### src/sar_ctrl_pkg.sv
// Constants for the SAR converter control block.
// Assumes a single 25 MHz system clock and synchronous active-high reset.
package sar_ctrl_pkg;

	localparam int           SYS_CLK_HZ      = 25000000;
	localparam int           DIV_W           = 5;
	localparam int           RES_W           = 10;
	localparam int           CNT_W           = 5;
	localparam logic [4:0]   DIV_RESET       = 5'h1F;
	localparam logic [4:0]   TRACK_EXTRA     = 5'h03;
	localparam logic [4:0]   CONV_CLKS_10    = 5'h0E;
	localparam logic [4:0]   CONV_CLKS_8     = 5'h0C;
	localparam logic [9:0]   RESULT_RESET    = 10'h000;
	localparam logic [7:0]   BYTE_ZERO       = 8'h00;
	localparam logic [4:0]   DIV_CLEAR       = 5'h00;
	localparam logic [4:0]   CNT_CLEAR       = 5'h00;

	typedef enum logic [2:0]
	{
		SRC_SOFTWARE = 3'h0,
		SRC_TIMER0   = 3'h1,
		SRC_TIMER2   = 3'h2,
		SRC_TIMER1   = 3'h3,
		SRC_EXTERNAL = 3'h4,
		SRC_TIMER3   = 3'h5
	} start_src_t;

	typedef enum logic [1:0]
	{
		ST_OFF   = 2'h0,
		ST_TRACK = 2'h1,
		ST_DELAY = 2'h2,
		ST_CONV  = 2'h3
	} conv_state_t;

endpackage

### src/sar_adc_conversion_control.sv
// Conversion control for a 10-bit successive-approximation converter.
// Assumes all inputs synchronous to sys_clk; timer overflows are one-cycle pulses,
// and the analog SAR returns a code in sar_code valid when the conversion ends.
// Notes on behaviour
// - Conversions happen only while enable set
// - Enable clear holds converter in shutdown
// - 10-bit code stored to result bytes
// - Right 0x03FF, left 0xFFC0, unused bits zero
// - Eight-bit mode: 8 MSBs, high byte
// - Eight-bit conversion two SAR clocks shorter
// - SAR clock divided from system clock
// - Six start sources selectable
// - Codes 000 sw, 001 T0, 010 T2, 011 T1
// - External start acts on rising edge
// - Busy high throughout conversion, cleared after
// - Busy falling edge sets done flag, except when enable clear drops busy
// - Result valid when done flag reads one
// - Timer 2/3 low-byte overflow in 8-bit
// - Delayed tracking adds three SAR clocks
// - No delay: conversion starts at once
// - Internal sources: track when not converting
// - External: track if delayed or input low
// - 8-bit delayed ends at 15th clock
// - 8-bit undelayed ends at 12th clock
// - SAR rate is sysclk over divider plus one
// - Eight-bit mode low byte reads zero
`timescale 1ns/1ns
module sar_adc_conversion_control
(
	input  wire logic        sys_clk,
	input  wire logic        rst,
	// Configuration
	input  wire logic        conv_enable_bit,
	input  wire logic        delayed_track_select,
	input  wire logic [2:0]  start_source_select,
	input  wire logic [4:0]  sar_clock_divider,
	input  wire logic        left_justify_select,
	input  wire logic        eight_bit_mode_select,
	// Triggers
	input  wire logic        busy_write_one,
	input  wire logic        timer0_overflow,
	input  wire logic        timer1_overflow,
	input  wire logic        timer2_overflow,
	input  wire logic        timer2_low_overflow,
	input  wire logic        timer2_eight_bit,
	input  wire logic        timer3_overflow,
	input  wire logic        timer3_low_overflow,
	input  wire logic        timer3_eight_bit,
	input  wire logic        external_convert_start,
	// Done flag clear by software
	input  wire logic        done_clear,
	// Analog SAR interface
	input  wire logic [9:0]  sar_code,
	output logic             sar_powered,
	output logic             sar_tracking,
	output logic             sar_clock_tick,
	// Status and result
	output logic             conv_busy_bit,
	output logic             conv_done_flag,
	output logic             conv_done_pulse,
	output logic [7:0]       result_high_byte,
	output logic [7:0]       result_low_byte
);

	sar_ctrl_pkg::conv_state_t state_r;
	sar_ctrl_pkg::conv_state_t state_nxt;
	logic [4:0]                div_r;
	logic [4:0]                div_nxt;
	logic                      tick_r;
	logic                      tick_nxt;
	logic [4:0]                cnt_r;
	logic [4:0]                cnt_nxt;
	logic                      ext_prev_r;
	logic                      ext_prev_nxt;
	logic                      busy_r;
	logic                      busy_nxt;
	logic                      done_r;
	logic                      done_nxt;
	logic                      done_pulse_r;
	logic                      done_pulse_nxt;
	logic                      track_r;
	logic                      track_nxt;
	logic                      powered_r;
	logic                      powered_nxt;
	logic [7:0]                hi_r;
	logic [7:0]                hi_nxt;
	logic [7:0]                lo_r;
	logic [7:0]                lo_nxt;
	logic                      trigger;
	logic [4:0]                conv_len;

	// Timer event: low-byte overflow when the timer runs split
	function automatic logic timer_event(input logic eight, input logic low_ovf,
		input logic full_ovf);
		return eight ? low_ovf : full_ovf;
	endfunction

	// True on the tick that completes a count
	function automatic logic last_tick(input logic [4:0] count, input logic [4:0] limit);
		return (count + 5'h01) == limit;
	endfunction

	function automatic logic [15:0] format_result(input logic [9:0] code,
		input logic eight, input logic left);
		logic [15:0] word;
		word = 16'h0000;
		if (eight)
			word = {code[9:2], sar_ctrl_pkg::BYTE_ZERO};
		else if (left)
			word = {code, 6'h00};
		else
			word = {6'h00, code};
		return word;
	endfunction

	// Trigger selection from the start-source field
	always_comb
	begin
		trigger = 1'b0;
		case (start_source_select)
			sar_ctrl_pkg::SRC_SOFTWARE: trigger = busy_write_one;
			sar_ctrl_pkg::SRC_TIMER0:   trigger = timer0_overflow;
			sar_ctrl_pkg::SRC_TIMER2:   trigger = timer_event(timer2_eight_bit,
				timer2_low_overflow, timer2_overflow);
			sar_ctrl_pkg::SRC_TIMER1:   trigger = timer1_overflow;
			sar_ctrl_pkg::SRC_EXTERNAL: trigger = external_convert_start && !ext_prev_r;
			sar_ctrl_pkg::SRC_TIMER3:   trigger = timer_event(timer3_eight_bit,
				timer3_low_overflow, timer3_overflow);
			default:                    trigger = 1'b0;
		endcase
		conv_len = eight_bit_mode_select ? sar_ctrl_pkg::CONV_CLKS_8
			: sar_ctrl_pkg::CONV_CLKS_10;
	end

	// SAR clock divider and conversion sequencer
	always_comb
	begin
		div_nxt        = div_r;
		tick_nxt       = 1'b0;
		cnt_nxt        = cnt_r;
		state_nxt      = state_r;
		busy_nxt       = busy_r;
		done_pulse_nxt = 1'b0;
		hi_nxt         = hi_r;
		lo_nxt         = lo_r;
		if (!conv_enable_bit)
		begin
			div_nxt   = 5'h00;
			cnt_nxt   = 5'h00;
			state_nxt = sar_ctrl_pkg::ST_OFF;
			busy_nxt  = 1'b0;
		end
		else
		begin
			if (div_r >= sar_clock_divider)
			begin
				div_nxt  = 5'h00;
				tick_nxt = 1'b1;
			end
			else
				div_nxt = div_r + 5'h01;
			case (state_r)
				sar_ctrl_pkg::ST_OFF:
					state_nxt = sar_ctrl_pkg::ST_TRACK;
				sar_ctrl_pkg::ST_TRACK:
					if (trigger)
					begin
						busy_nxt  = 1'b1;
						cnt_nxt   = 5'h00;
						div_nxt   = 5'h00;
						// Restart the divider so the first tick is a full period away
						tick_nxt  = 1'b0;
						state_nxt = delayed_track_select ? sar_ctrl_pkg::ST_DELAY
							: sar_ctrl_pkg::ST_CONV;
					end
				sar_ctrl_pkg::ST_DELAY:
					if (tick_r)
					begin
						cnt_nxt = cnt_r + 5'h01;
						// Three extra ticks of tracking before conversion
						if (last_tick(cnt_r, sar_ctrl_pkg::TRACK_EXTRA))
						begin
							cnt_nxt   = 5'h00;
							state_nxt = sar_ctrl_pkg::ST_CONV;
						end
					end
				sar_ctrl_pkg::ST_CONV:
					if (tick_r)
					begin
						cnt_nxt = cnt_r + 5'h01;
						// Final tick: capture the code and end the conversion
						if (last_tick(cnt_r, conv_len))
						begin
							{hi_nxt, lo_nxt} = format_result(sar_code,
								eight_bit_mode_select, left_justify_select);
							busy_nxt       = 1'b0;
							done_pulse_nxt = 1'b1;
							cnt_nxt        = 5'h00;
							state_nxt      = sar_ctrl_pkg::ST_TRACK;
						end
					end
				default:
					state_nxt = sar_ctrl_pkg::ST_OFF;
			endcase
		end
	end

	// Status flags: done flag, tracking output and start-pin history
	always_comb
	begin
		ext_prev_nxt = external_convert_start;
		// Set wins over software clear
		if (done_pulse_nxt)
			done_nxt = 1'b1;
		else if (done_clear)
			done_nxt = 1'b0;
		else
			done_nxt = done_r;
		if (state_nxt == sar_ctrl_pkg::ST_TRACK)
			track_nxt = (start_source_select == sar_ctrl_pkg::SRC_EXTERNAL
				&& !delayed_track_select) ? !external_convert_start : 1'b1;
		else
			track_nxt = (state_nxt == sar_ctrl_pkg::ST_DELAY);
	end

	// Divider and sequencer state
	always_ff @(posedge sys_clk)
	begin
		if (rst)
		begin
			state_r      <= sar_ctrl_pkg::ST_OFF;
			div_r        <= sar_ctrl_pkg::DIV_CLEAR;
			tick_r       <= 1'b0;
			cnt_r        <= sar_ctrl_pkg::CNT_CLEAR;
			busy_r       <= 1'b0;
			done_pulse_r <= 1'b0;
		end
		else
		begin
			state_r      <= state_nxt;
			div_r        <= div_nxt;
			tick_r       <= tick_nxt;
			cnt_r        <= cnt_nxt;
			busy_r       <= busy_nxt;
			done_pulse_r <= done_pulse_nxt;
		end
	end

	// Status flags and start-pin history
	always_ff @(posedge sys_clk)
	begin
		if (rst)
		begin
			ext_prev_r <= 1'b0;
			done_r     <= 1'b0;
			track_r    <= 1'b0;
		end
		else
		begin
			ext_prev_r <= ext_prev_nxt;
			done_r     <= done_nxt;
			track_r    <= track_nxt;
		end
	end

	// Result bytes, held between completions
	always_ff @(posedge sys_clk)
	begin
		if (rst)
		begin
			hi_r <= sar_ctrl_pkg::BYTE_ZERO;
			lo_r <= sar_ctrl_pkg::BYTE_ZERO;
		end
		else
		begin
			hi_r <= hi_nxt;
			lo_r <= lo_nxt;
		end
	end

	// Power state: high whenever the enable bit is set
	always_comb
	begin
		powered_nxt = conv_enable_bit;
	end

	always_ff @(posedge sys_clk)
	begin
		if (rst)
			powered_r <= 1'b0;
		else
			powered_r <= powered_nxt;
	end

	assign sar_powered      = powered_r;
	assign sar_tracking     = track_r;
	assign sar_clock_tick   = tick_r;
	assign conv_busy_bit    = busy_r;
	assign conv_done_flag   = done_r;
	assign conv_done_pulse  = done_pulse_r;
	assign result_high_byte = hi_r;
	assign result_low_byte  = lo_r;

endmodule

### config.mk
export PLATFORM = sky130hd
export DESIGN_NAME = sar_adc_conversion_control
export DESIGN_NICKNAME = d
export VERILOG_FILES = /design/src/sar_ctrl_pkg.sv /design/src/sar_adc_conversion_control.sv
export SDC_FILE = /design/constraint.sdc
export NUM_CORES = 1
export LEC_CHECK = 0
export BUFFER_PORTS_ARGS = -buffer_cell sky130_fd_sc_hd__buf_2
export CAP_MARGIN = 20
export CORE_MARGIN = 2
export CORE_UTILIZATION = 48
export DETAILED_ROUTE_END_ITERATION = 8
export GPL_ROUTABILITY_DRIVEN = 0
export PLACE_DENSITY = 0.86
export SYNTH_ARGS = -nofsm -noshare
export SYNTH_HDL_FRONTEND = slang
export SYNTH_SLANG_ARGS = --single-unit
export TNS_END_PERCENT = 5
### constraint.sdc
create_clock -name sys_clk -period 4.2 [get_ports sys_clk]
set_clock_uncertainty 0.05 [all_clocks]
set_input_delay 0.21 -clock sys_clk [delete_from_list [all_inputs] [get_ports sys_clk]]
set_output_delay 0.21 -clock sys_clk [all_outputs]
set_load 0.005 [all_outputs]
# Yosys cells after proc, flatten, opt, wreduce, memory -nomap -nowiden
# Cells that the tools add are included.
[op_classes]
addsub = 2
n_lt_le_gt_ge = 1
eq_ne = 16
n_mux = 38
n_bitwise = 1
reduce_logical = 14
[op_table]
columns = ["cell", "count"]
rows = [
  ["$mux W5", 8],
  ["$mux W16", 2],
  ["$mux W1", 17],
  ["$pmux W5 S3", 1],
  ["$mux W2", 7],
  ["$reduce_and A4 Y1", 3],
  ["$add A5 B1 Y5 const B", 2],
  ["$ne A2 B2 Y1 const B", 4],
  ["$pmux W2 S4", 1],
  ["$eq A2 B2 Y1 const B", 3],
  ["$eq A3 B2 Y1 const B", 2],
  ["$eq A3 B3 Y1 const B", 2],
  ["$pmux W1 S6", 1],
  ["$eq A5 B2 Y1 const B", 1],
  ["$eq A5 B4 Y1", 1],
  ["$ge A5 B5 Y1", 1],
  ["$eq A2 B1 Y1 const B", 2],
  ["$reduce_bool A2 Y1", 2],
  ["$eq A3 B1 Y1 const B", 1],
  ["$logic_not A1 Y1", 3],
  ["$logic_not A3 Y1", 1],
  ["$reduce_bool A3 Y1", 1],
  ["$logic_and A1 B1 Y1", 2],
  ["$logic_not A2 Y1", 1],
  ["3 further kinds", 3],
]
[totals]
reg_bits = 35
inputBits = 35
out_inout_bits = 22

# Longest topological paths before layout
# Gate-level depths: netlist of run 1.
[depth]
word_depth = 8
ltp_mapped = 9

# Least setup slack after synthesis of run 1
# OpenSTA, ideal clock, no wires.
[synth_timing]
path_type = "reg2reg"
startpoint = "register cnt_r[0]"
endpoint = "register lo_r[6], in the netlist result_low_byte[6]"
setup_ps = 70
arrival_time_ps = 1854
slack_ps = 2226
path_stages_with_launch = 8
period_less_slack_ps = 1974
cell_sequence = "dfxtp_1 -> inv_1 -> ha_1 -> xor2_1 -> nor4_4 -> nand4_4 -> or3_1 -> a21oi_1"
[synth_via]
elab_chain_len = 3
[synth_lines]
columns = ["element", "line", "text"]
rows = [
  ["start, declared", "sar_adc_conversion_control.sv:71", "logic [4:0] cnt_r;"],
  ["start signal, assigned", "sar_adc_conversion_control.sv:234", "cnt_r <= sar_ctrl_pkg::CNT_CLEAR;"],
  ["start signal, assigned", "sar_adc_conversion_control.sv:243", "cnt_r <= cnt_nxt;"],
  ["$add A5 B1 Y5", "sar_adc_conversion_control.sv:100", "return (count + 5'h01) == limit;"],
  ["$eq A5 B4 Y1", "sar_adc_conversion_control.sv:100", ""],
  ["$reduce_and A4 Y1 (no line)", "n/a", ""],
  ["end signal, assigned", "sar_adc_conversion_control.sv:272", "lo_r <= sar_ctrl_pkg::BYTE_ZERO;"],
  ["end signal, assigned", "sar_adc_conversion_control.sv:277", "lo_r <= lo_nxt;"],
  ["end, declared", "sar_adc_conversion_control.sv:87", "logic [7:0] lo_r;"],
]
# Every way passes these cells.
# A chain may end at the register's enable or synchronous reset.

# Worst setup path in the final report of run 1
# Ends and elaborated chain as after synthesis.

==> results of run 1 <==
[synthesized netlist by cell type (all sizes together) (4+ instances only)]
master   instances  area share
dfxtp           35        0.40
a2111oi          4       0.020
inv              9       0.020
ha               8       0.058
nand2           35       0.076
nor2             8       0.017
nand3           20       0.058
a21oi           20       0.058
clkbuf           6       0.013
a21o             4       0.017
mux2i            6       0.035
[power by group through the flow]
stage / sequential (W) / combinational [W] / clock [W]
finish: 0.000339 / 0.0000565 / 0.000298
global route: 0.000340 / 0.0000627 / 0.000321
CTS: 0.000339 / 0.0000564 / 0.000302
detailed placement: 0.000346 / 0.0000560 / 0
global placement: 0.000346 / 0.0000542 / 0
floorplan: 0.000346 / 0.0000289 / 0
[final timing paths]
kind,start,to,slack (ps),depth (start not counted)
setup / recovery,cnt_r[0],result_low_byte[6],1900,7
hold reg to reg,result_low_byte[7],result_low_byte[7],410,2
setup reg to reg,cnt_r[0],result_low_byte[6],1900,7
hold / removal,external_convert_start,ext_prev_r,60,2
[final cells by class]
class	count	area (µm²)
clock buffer	6	41.29
clock inverter	2	60.06
fill	294	1267
inverter	9	33.78
multi-input combinational	149	948.4
sequential	35	700.7
tap	46	57.56
timing repair buffer	56	280.3
[critical path: stages, from the launching register on]
cell     delay (ps)
dfxtp_1         430
inv_1           110
ha_1            330
xor2_1          190
nor4_4          260
nand4_4         290
or3_1           440
a21oi_1         140
[registers in the layout, summed over array words and instances, names as in the netlist]
| register | count |
|---|---|
| conv_done_flag | 1 |
| sar_powered | 1 |
| conv_done_pulse | 1 |
| sar_clock_tick | 1 |
| cnt_r | 5 |
| div_r | 5 |
| result_low_byte | 8 |
| conv_busy_bit | 1 |
| ext_prev_r | 1 |
| sar_tracking | 1 |
| result_high_byte | 8 |
| state_r | 2 |
[layer usage]
metal | routed length (µm) | global-route usage
met2 | 1967 | 0.3424
met3 | 151 | 0.06514
met5 | 0 | 0
met1 | 1712 | 0.2298
met4 | 94 | 0.07880
[cells by family (layout without fill, tap and decap cells)]
logic type / Yosys count / count (layout)
AO/OA/AOI/OAI: 47 / 47
XOR/XNOR: 6 / 6
buffers and inverters: 18 / 73
AND/OR/NAND/NOR: 82 / 82
flip-flops: 35 / 35
multiplexers: 6 / 6
adder cells (fa/ha/maj): 8 / 8
[per-stage QoR]
stage                     hold WS (ps)  total power, W  cells    util
after CTS                        59.01       0.0006973    303  0.6261
final                            58.36       0.0006930    303  0.6261
after global placement           385.3       0.0004006    295  0.5962
after floorplan                  288.2       0.0003747    202       -
after global routing             59.39       0.0007231    303  0.6261
after detailed placement         390.9       0.0004024    295  0.5962
==> reports/results.tsv, run 1 <==
stage	metric	value	unit
run_status	status	finished, final reports clean	
sta	setup_viol	0	
power_and_ir_drop	pwr-share-clk	0.429	
sta	rsz0062_at_grt	false	
flow_run	cap_viol_max_count	0	
logic_synthesis	syn-num-nets	245	
drt	firstDrtPassIters	4	
place	port_buffers	56	
clock_network	cts_root_buffer	clkbuf_4	
die	initial_utilization	0.5109	
power_and_ir_drop	p_leak	0.9502	nW
logic_synthesis	synth_compound_area_frac	0.1857	
logic_synthesis	synth_flop_cell	dfxtp_1	
drt	drc_errors	0	
die	die_h	64.07	µm
sta	setup_ws	1905	ps
clock_network	hold_buffers	0	
critical_path	critPathMaxFanout	18	
drt	route.vias.total	1665	
logic_synthesis	ys_warn_count	0	
clock_network	cts_tree	yes	
logic_synthesis	ys_types	45	
sta	fin_crit	2295	ps
drt	dr.first_iter.drc_count	78	
logic_synthesis	synth_edf_count	0	
sta	drv_slew	0	
critical_path	worstPathArrival	2520	ps
clock_network	clk_pin_slew	100	ps
die	coreArea	3390	µm²
clock_network	cts.repair.resized	0	
grt	grt_pass1_vias	1537	
sta	tns	0	ps
critical_path	crit_type	reg -> reg	
layout	final_area	2122	µm²
layout	drive_above_1_share	0.2607	
power_and_ir_drop	p_per_area	326.6	nW/µm²
power_and_ir_drop	combPwrFrac	0.081	
grt	grt.total_usage	0.2003	
drt	vias_per_cell	5.495	
clock_network	htree_levels	2	
power_and_ir_drop	vdd.ir_drop.worst	0.2124	mV
drt	postRouteAntennaNets	0	
logic_synthesis	async_reset_ff_frac	0	
clock_network	cts_buffers	5	
clock_network	clock_path_buffers	2	
power_and_ir_drop	p_sw_frac	0.2097	
die	die_x	64.07	µm
power_and_ir_drop	p_switching	0.0001453	W
die	die-area	4104	µm²
sta	fmax	435.7	MHz
logic_synthesis	synth.mux.area_fraction	0.03468	
logic_synthesis	synth_top_family_by_area	simple AND/OR/NAND/NOR gates	
logic_synthesis	ys_seq_area_frac	0.4046	
critical_path	endpoint_kind	flip-flop	
layout	diodes	0	
die	io_pins	57	
drt	wl_per_cell	12.96	µm
clock_network	clock-sinks	35	
layout	area_growth	22.54	%
drt	drt-total-wl	3927	µm
power_and_ir_drop	seqPwrFrac	0.489	
sta	report.final.hold_viol_count	0	
grt	antenna_found_initial	0	
power_and_ir_drop	internal_power	0.0005477	W
critical_path	start_kind	flip-flop	
sta	period_share	0.5465	
logic_synthesis	synth_xor_area_frac	0.03035	
logic_synthesis	synth_area_per_cell	8.573	µm²
layout	fin_nets	299	
sta	relSlewSlack	0.6557	
grt	grt_max_degree	20	
die	rows	21	
place	post_dp_cell_area	2021	µm²
logic_synthesis	netlist_instances	202	
min_path	hold_class	in -> reg	
layout	mostFrequentLayoutCell	buf_2	
place	hpwl	2966	µm
logic_synthesis	synth_area	1732	µm²
logic_synthesis	synthSimpleGateAreaFrac	0.2392	
logic_synthesis	synth_adder_area_share	0.05780	
sta	worst_pin_slew	512.7	ps
logic_synthesis	postSynthRegisterBits	35	
critical_path	cp.required	4420	ps
place	dp_slack	1921	ps
clock_network	clk-insertion-delay-late	340	ps
clock_network	postCtsSetupBuffers	0	
grt	grt_pass1_wl	6437	µm
layout	layout_common_cells	buf_2 (56), nand2_1 (35), dfxtp_1 (35)	
grt	grt-ovfl-total	0	
(Power assumes the default switching activity.)
==> run 2: changes to the inputs <==
- clock period: 4.2 -> 2.3 ns (I/O delays scaled with it)
==> run 2 against run 1 <==
Clock power is 86% higher. Sequential share of layout area is 2.2 points lower. Utilization is 4.8 points higher. Total power is 87% higher.
==> reports/results.tsv, run 2 (synthesis results as in run 1) <==
stage	metric	value	unit	change
layout	layout_common_cells	buf_2 (56), nand2_1 (35), dfxtp_1 (34)		was buf_2 (56), nand2_1 (35), dfxtp_1 (35)
drt	postRouteAntennaNets	0		unchanged
power_and_ir_drop	p_per_area	566.4	nW/µm²	was 326.6 nW/µm²
sta	report.final.hold_viol_count	0		unchanged
sta	tns	0	ps	unchanged
layout	area.sequential	704.4	µm²	was 700.7 µm²
place	port_buffers	56		unchanged
die	coreArea	3390	µm²	unchanged
critical_path	critPathMaxFanout	6		was 18
drt	drc_errors	0		unchanged
layout	final_area	2283	µm²	was 2122 µm²
die	initial_utilization	0.5109		unchanged
grt	grt_max_degree	20		unchanged
layout	multi_input_area	948.4	µm²	unchanged
layout	diodes	0		unchanged
sta	rsz0062_at_grt	false		unchanged
die	die_x	64.07	µm	unchanged
die	rows	21		unchanged
critical_path	rr_worst_depth	8		was 7
clock_network	cts_tree	yes		unchanged
power_and_ir_drop	vdd.ir_drop.worst	0.4054	mV	was 0.2124 mV
clock_network	htree_levels	2		unchanged
sta	relSlewSlack	0.6046		was 0.6557
run_status	status	finished, final reports clean		unchanged
grt	antenna_found_initial	0		unchanged
sta	setup_viol	0		unchanged
clock_network	clk-insertion-delay-late	350	ps	was 340 ps
clock_network	clock-sinks	35		unchanged
min_path	hold_class	in -> reg		unchanged
critical_path	setup.worst_path.start	cnt_r[0]		unchanged
sta	fmax	457.1	MHz	was 435.7 MHz
critical_path	crit_type	reg -> reg		unchanged
drt	vias_per_cell	5.459		was 5.495
sta	worst_pin_slew	590.9	ps	was 512.7 ps
grt	grt_pass1_wl	7189	µm	was 6437 µm
die	io_pins	57		unchanged
clock_network	cts_buffers	5		unchanged
sta	hold_ws	46.73	ps	was 58.36 ps
place	hpwl	2962	µm	was 2966 µm
critical_path	endpoint	result_low_byte[6]		unchanged
power_and_ir_drop	p_leak	1.026	nW	was 0.9502 nW
sta	period_share	0.9512		was 0.5465
place	dp_slack	200.2	ps	was 1921 ps
critical_path	ff2ff_setup_slack	110	ps	was 1900 ps
place	post_dp_cell_area	2043	µm²	was 2021 µm²
clock_network	clock_path_buffers	2		unchanged
grt	grt.total_usage	0.2249		was 0.2003
layout	post-route-util	0.6737		was 0.6261
grt	grt_pass1_vias	1594		was 1537
clock_network	clk_pin_slew	120	ps	was 100 ps
drt	drt-total-wl	4463	µm	was 3927 µm
critical_path	r2r_start	cnt_r[0]		unchanged
die	die_h	64.07	µm	unchanged
flow_run	cap_viol_max_count	0		unchanged
critical_path	endpoint_kind	flip-flop		unchanged
drt	wl_per_cell	13.95	µm	was 12.96 µm
critical_path	start_kind	flip-flop		unchanged
critical_path	worstPathArrival	2430	ps	was 2520 ps
layout	fin_nets	316		was 299
die	die-area	4104	µm²	unchanged
layout	drive_above_1_share	0.2664		was 0.2607
drt	route.vias.total	1747		was 1665
sta	setup_ws	112.2	ps	was 1905 ps
layout	final.fill_count	275		was 294
sta	fin_crit	2188	ps	was 2295 ps
drt	firstDrtPassIters	4		unchanged
grt	grt-ovfl-total	0		unchanged
layout	mostFrequentLayoutCell	buf_2		unchanged
critical_path	cp.required	2540	ps	was 4420 ps
clock_network	cts_root_buffer	clkbuf_4		unchanged
drt	dr.first_iter.drc_count	114		was 78
sta	drv_slew	0		unchanged
layout	area_growth	31.86	%	was 22.54%
critical_path	rr_endpoint	result_low_byte[6]		unchanged
[run 2: final cells by class]
| type | count | share of cell area |
|---|---|---|
| Clock inverter | 2 | 0.02630 |
| Sequential cell | 35 | 0.3085 |
| Multi-Input combinational cell | 149 | 0.4153 |
| Timing Repair Buffer | 73 | 0.1918 |
| Inverter | 9 | 0.01479 |
| Tap cell | 46 | 0.02521 |
| Clock buffer | 6 | 0.01808 |
[run 2: worst min-delay path by stage]
stage	startpoint	to	slack [ps]	cells after the start
after floorplan	external_convert_start	ext_prev_r	190	1
after global placement	external_convert_start	ext_prev_r	310	2
after detailed placement	external_convert_start	ext_prev_r	310	2
after CTS	done_clear	conv_done_flag	10	3
after global routing	eight_bit_mode_select	result_low_byte[6]	50	3
final	eight_bit_mode_select	result_low_byte[7]	50	3
[run 2: repair_timing]
item | CTS | global route
hold buffers | 11 | 1
setup endpoints to repair | 0 | 1
endpoints found under the hold margin | 13 | 1
gates resized for setup | 0 | 2
buffers inserted | 0 | 2
[run 2: layer usage]
layer	track usage	vias to the layer above	part of all wire
met5	0	-	0
met4	0.09511	0	0.023
met3	0.06338	11	0.046
met2	0.3698	60	0.50
met1	0.2740	807	0.43
li1	-	869	-
[run 2: through the flow]
stage	total power (W)	instances
after floorplan	0.0006842	202
after global placement	0.0007332	298
after detailed placement	0.0007354	298
after CTS	0.001291	317
after global routing	0.001338	320
final	0.001293	320
[run 2: critical path, cell delays in order (launching register included)]
cell,delay [ps]
dfxtp_4,390
inv_1,70
ha_1,320
xor2_1,200
nor4_4,310
buf_4,180
nand4_4,100
or3_1,370
a21oi_1,140
[run 2: report_power, final]
group	internal, W	switching, W	leakage, nW
Clock	0.000339	0.000214	0.0525
Combinational	0.0000621	0.0000600	0.690
Sequential	0.000612	0.00000605	0.284
Total	0.00101	0.000280	1.03
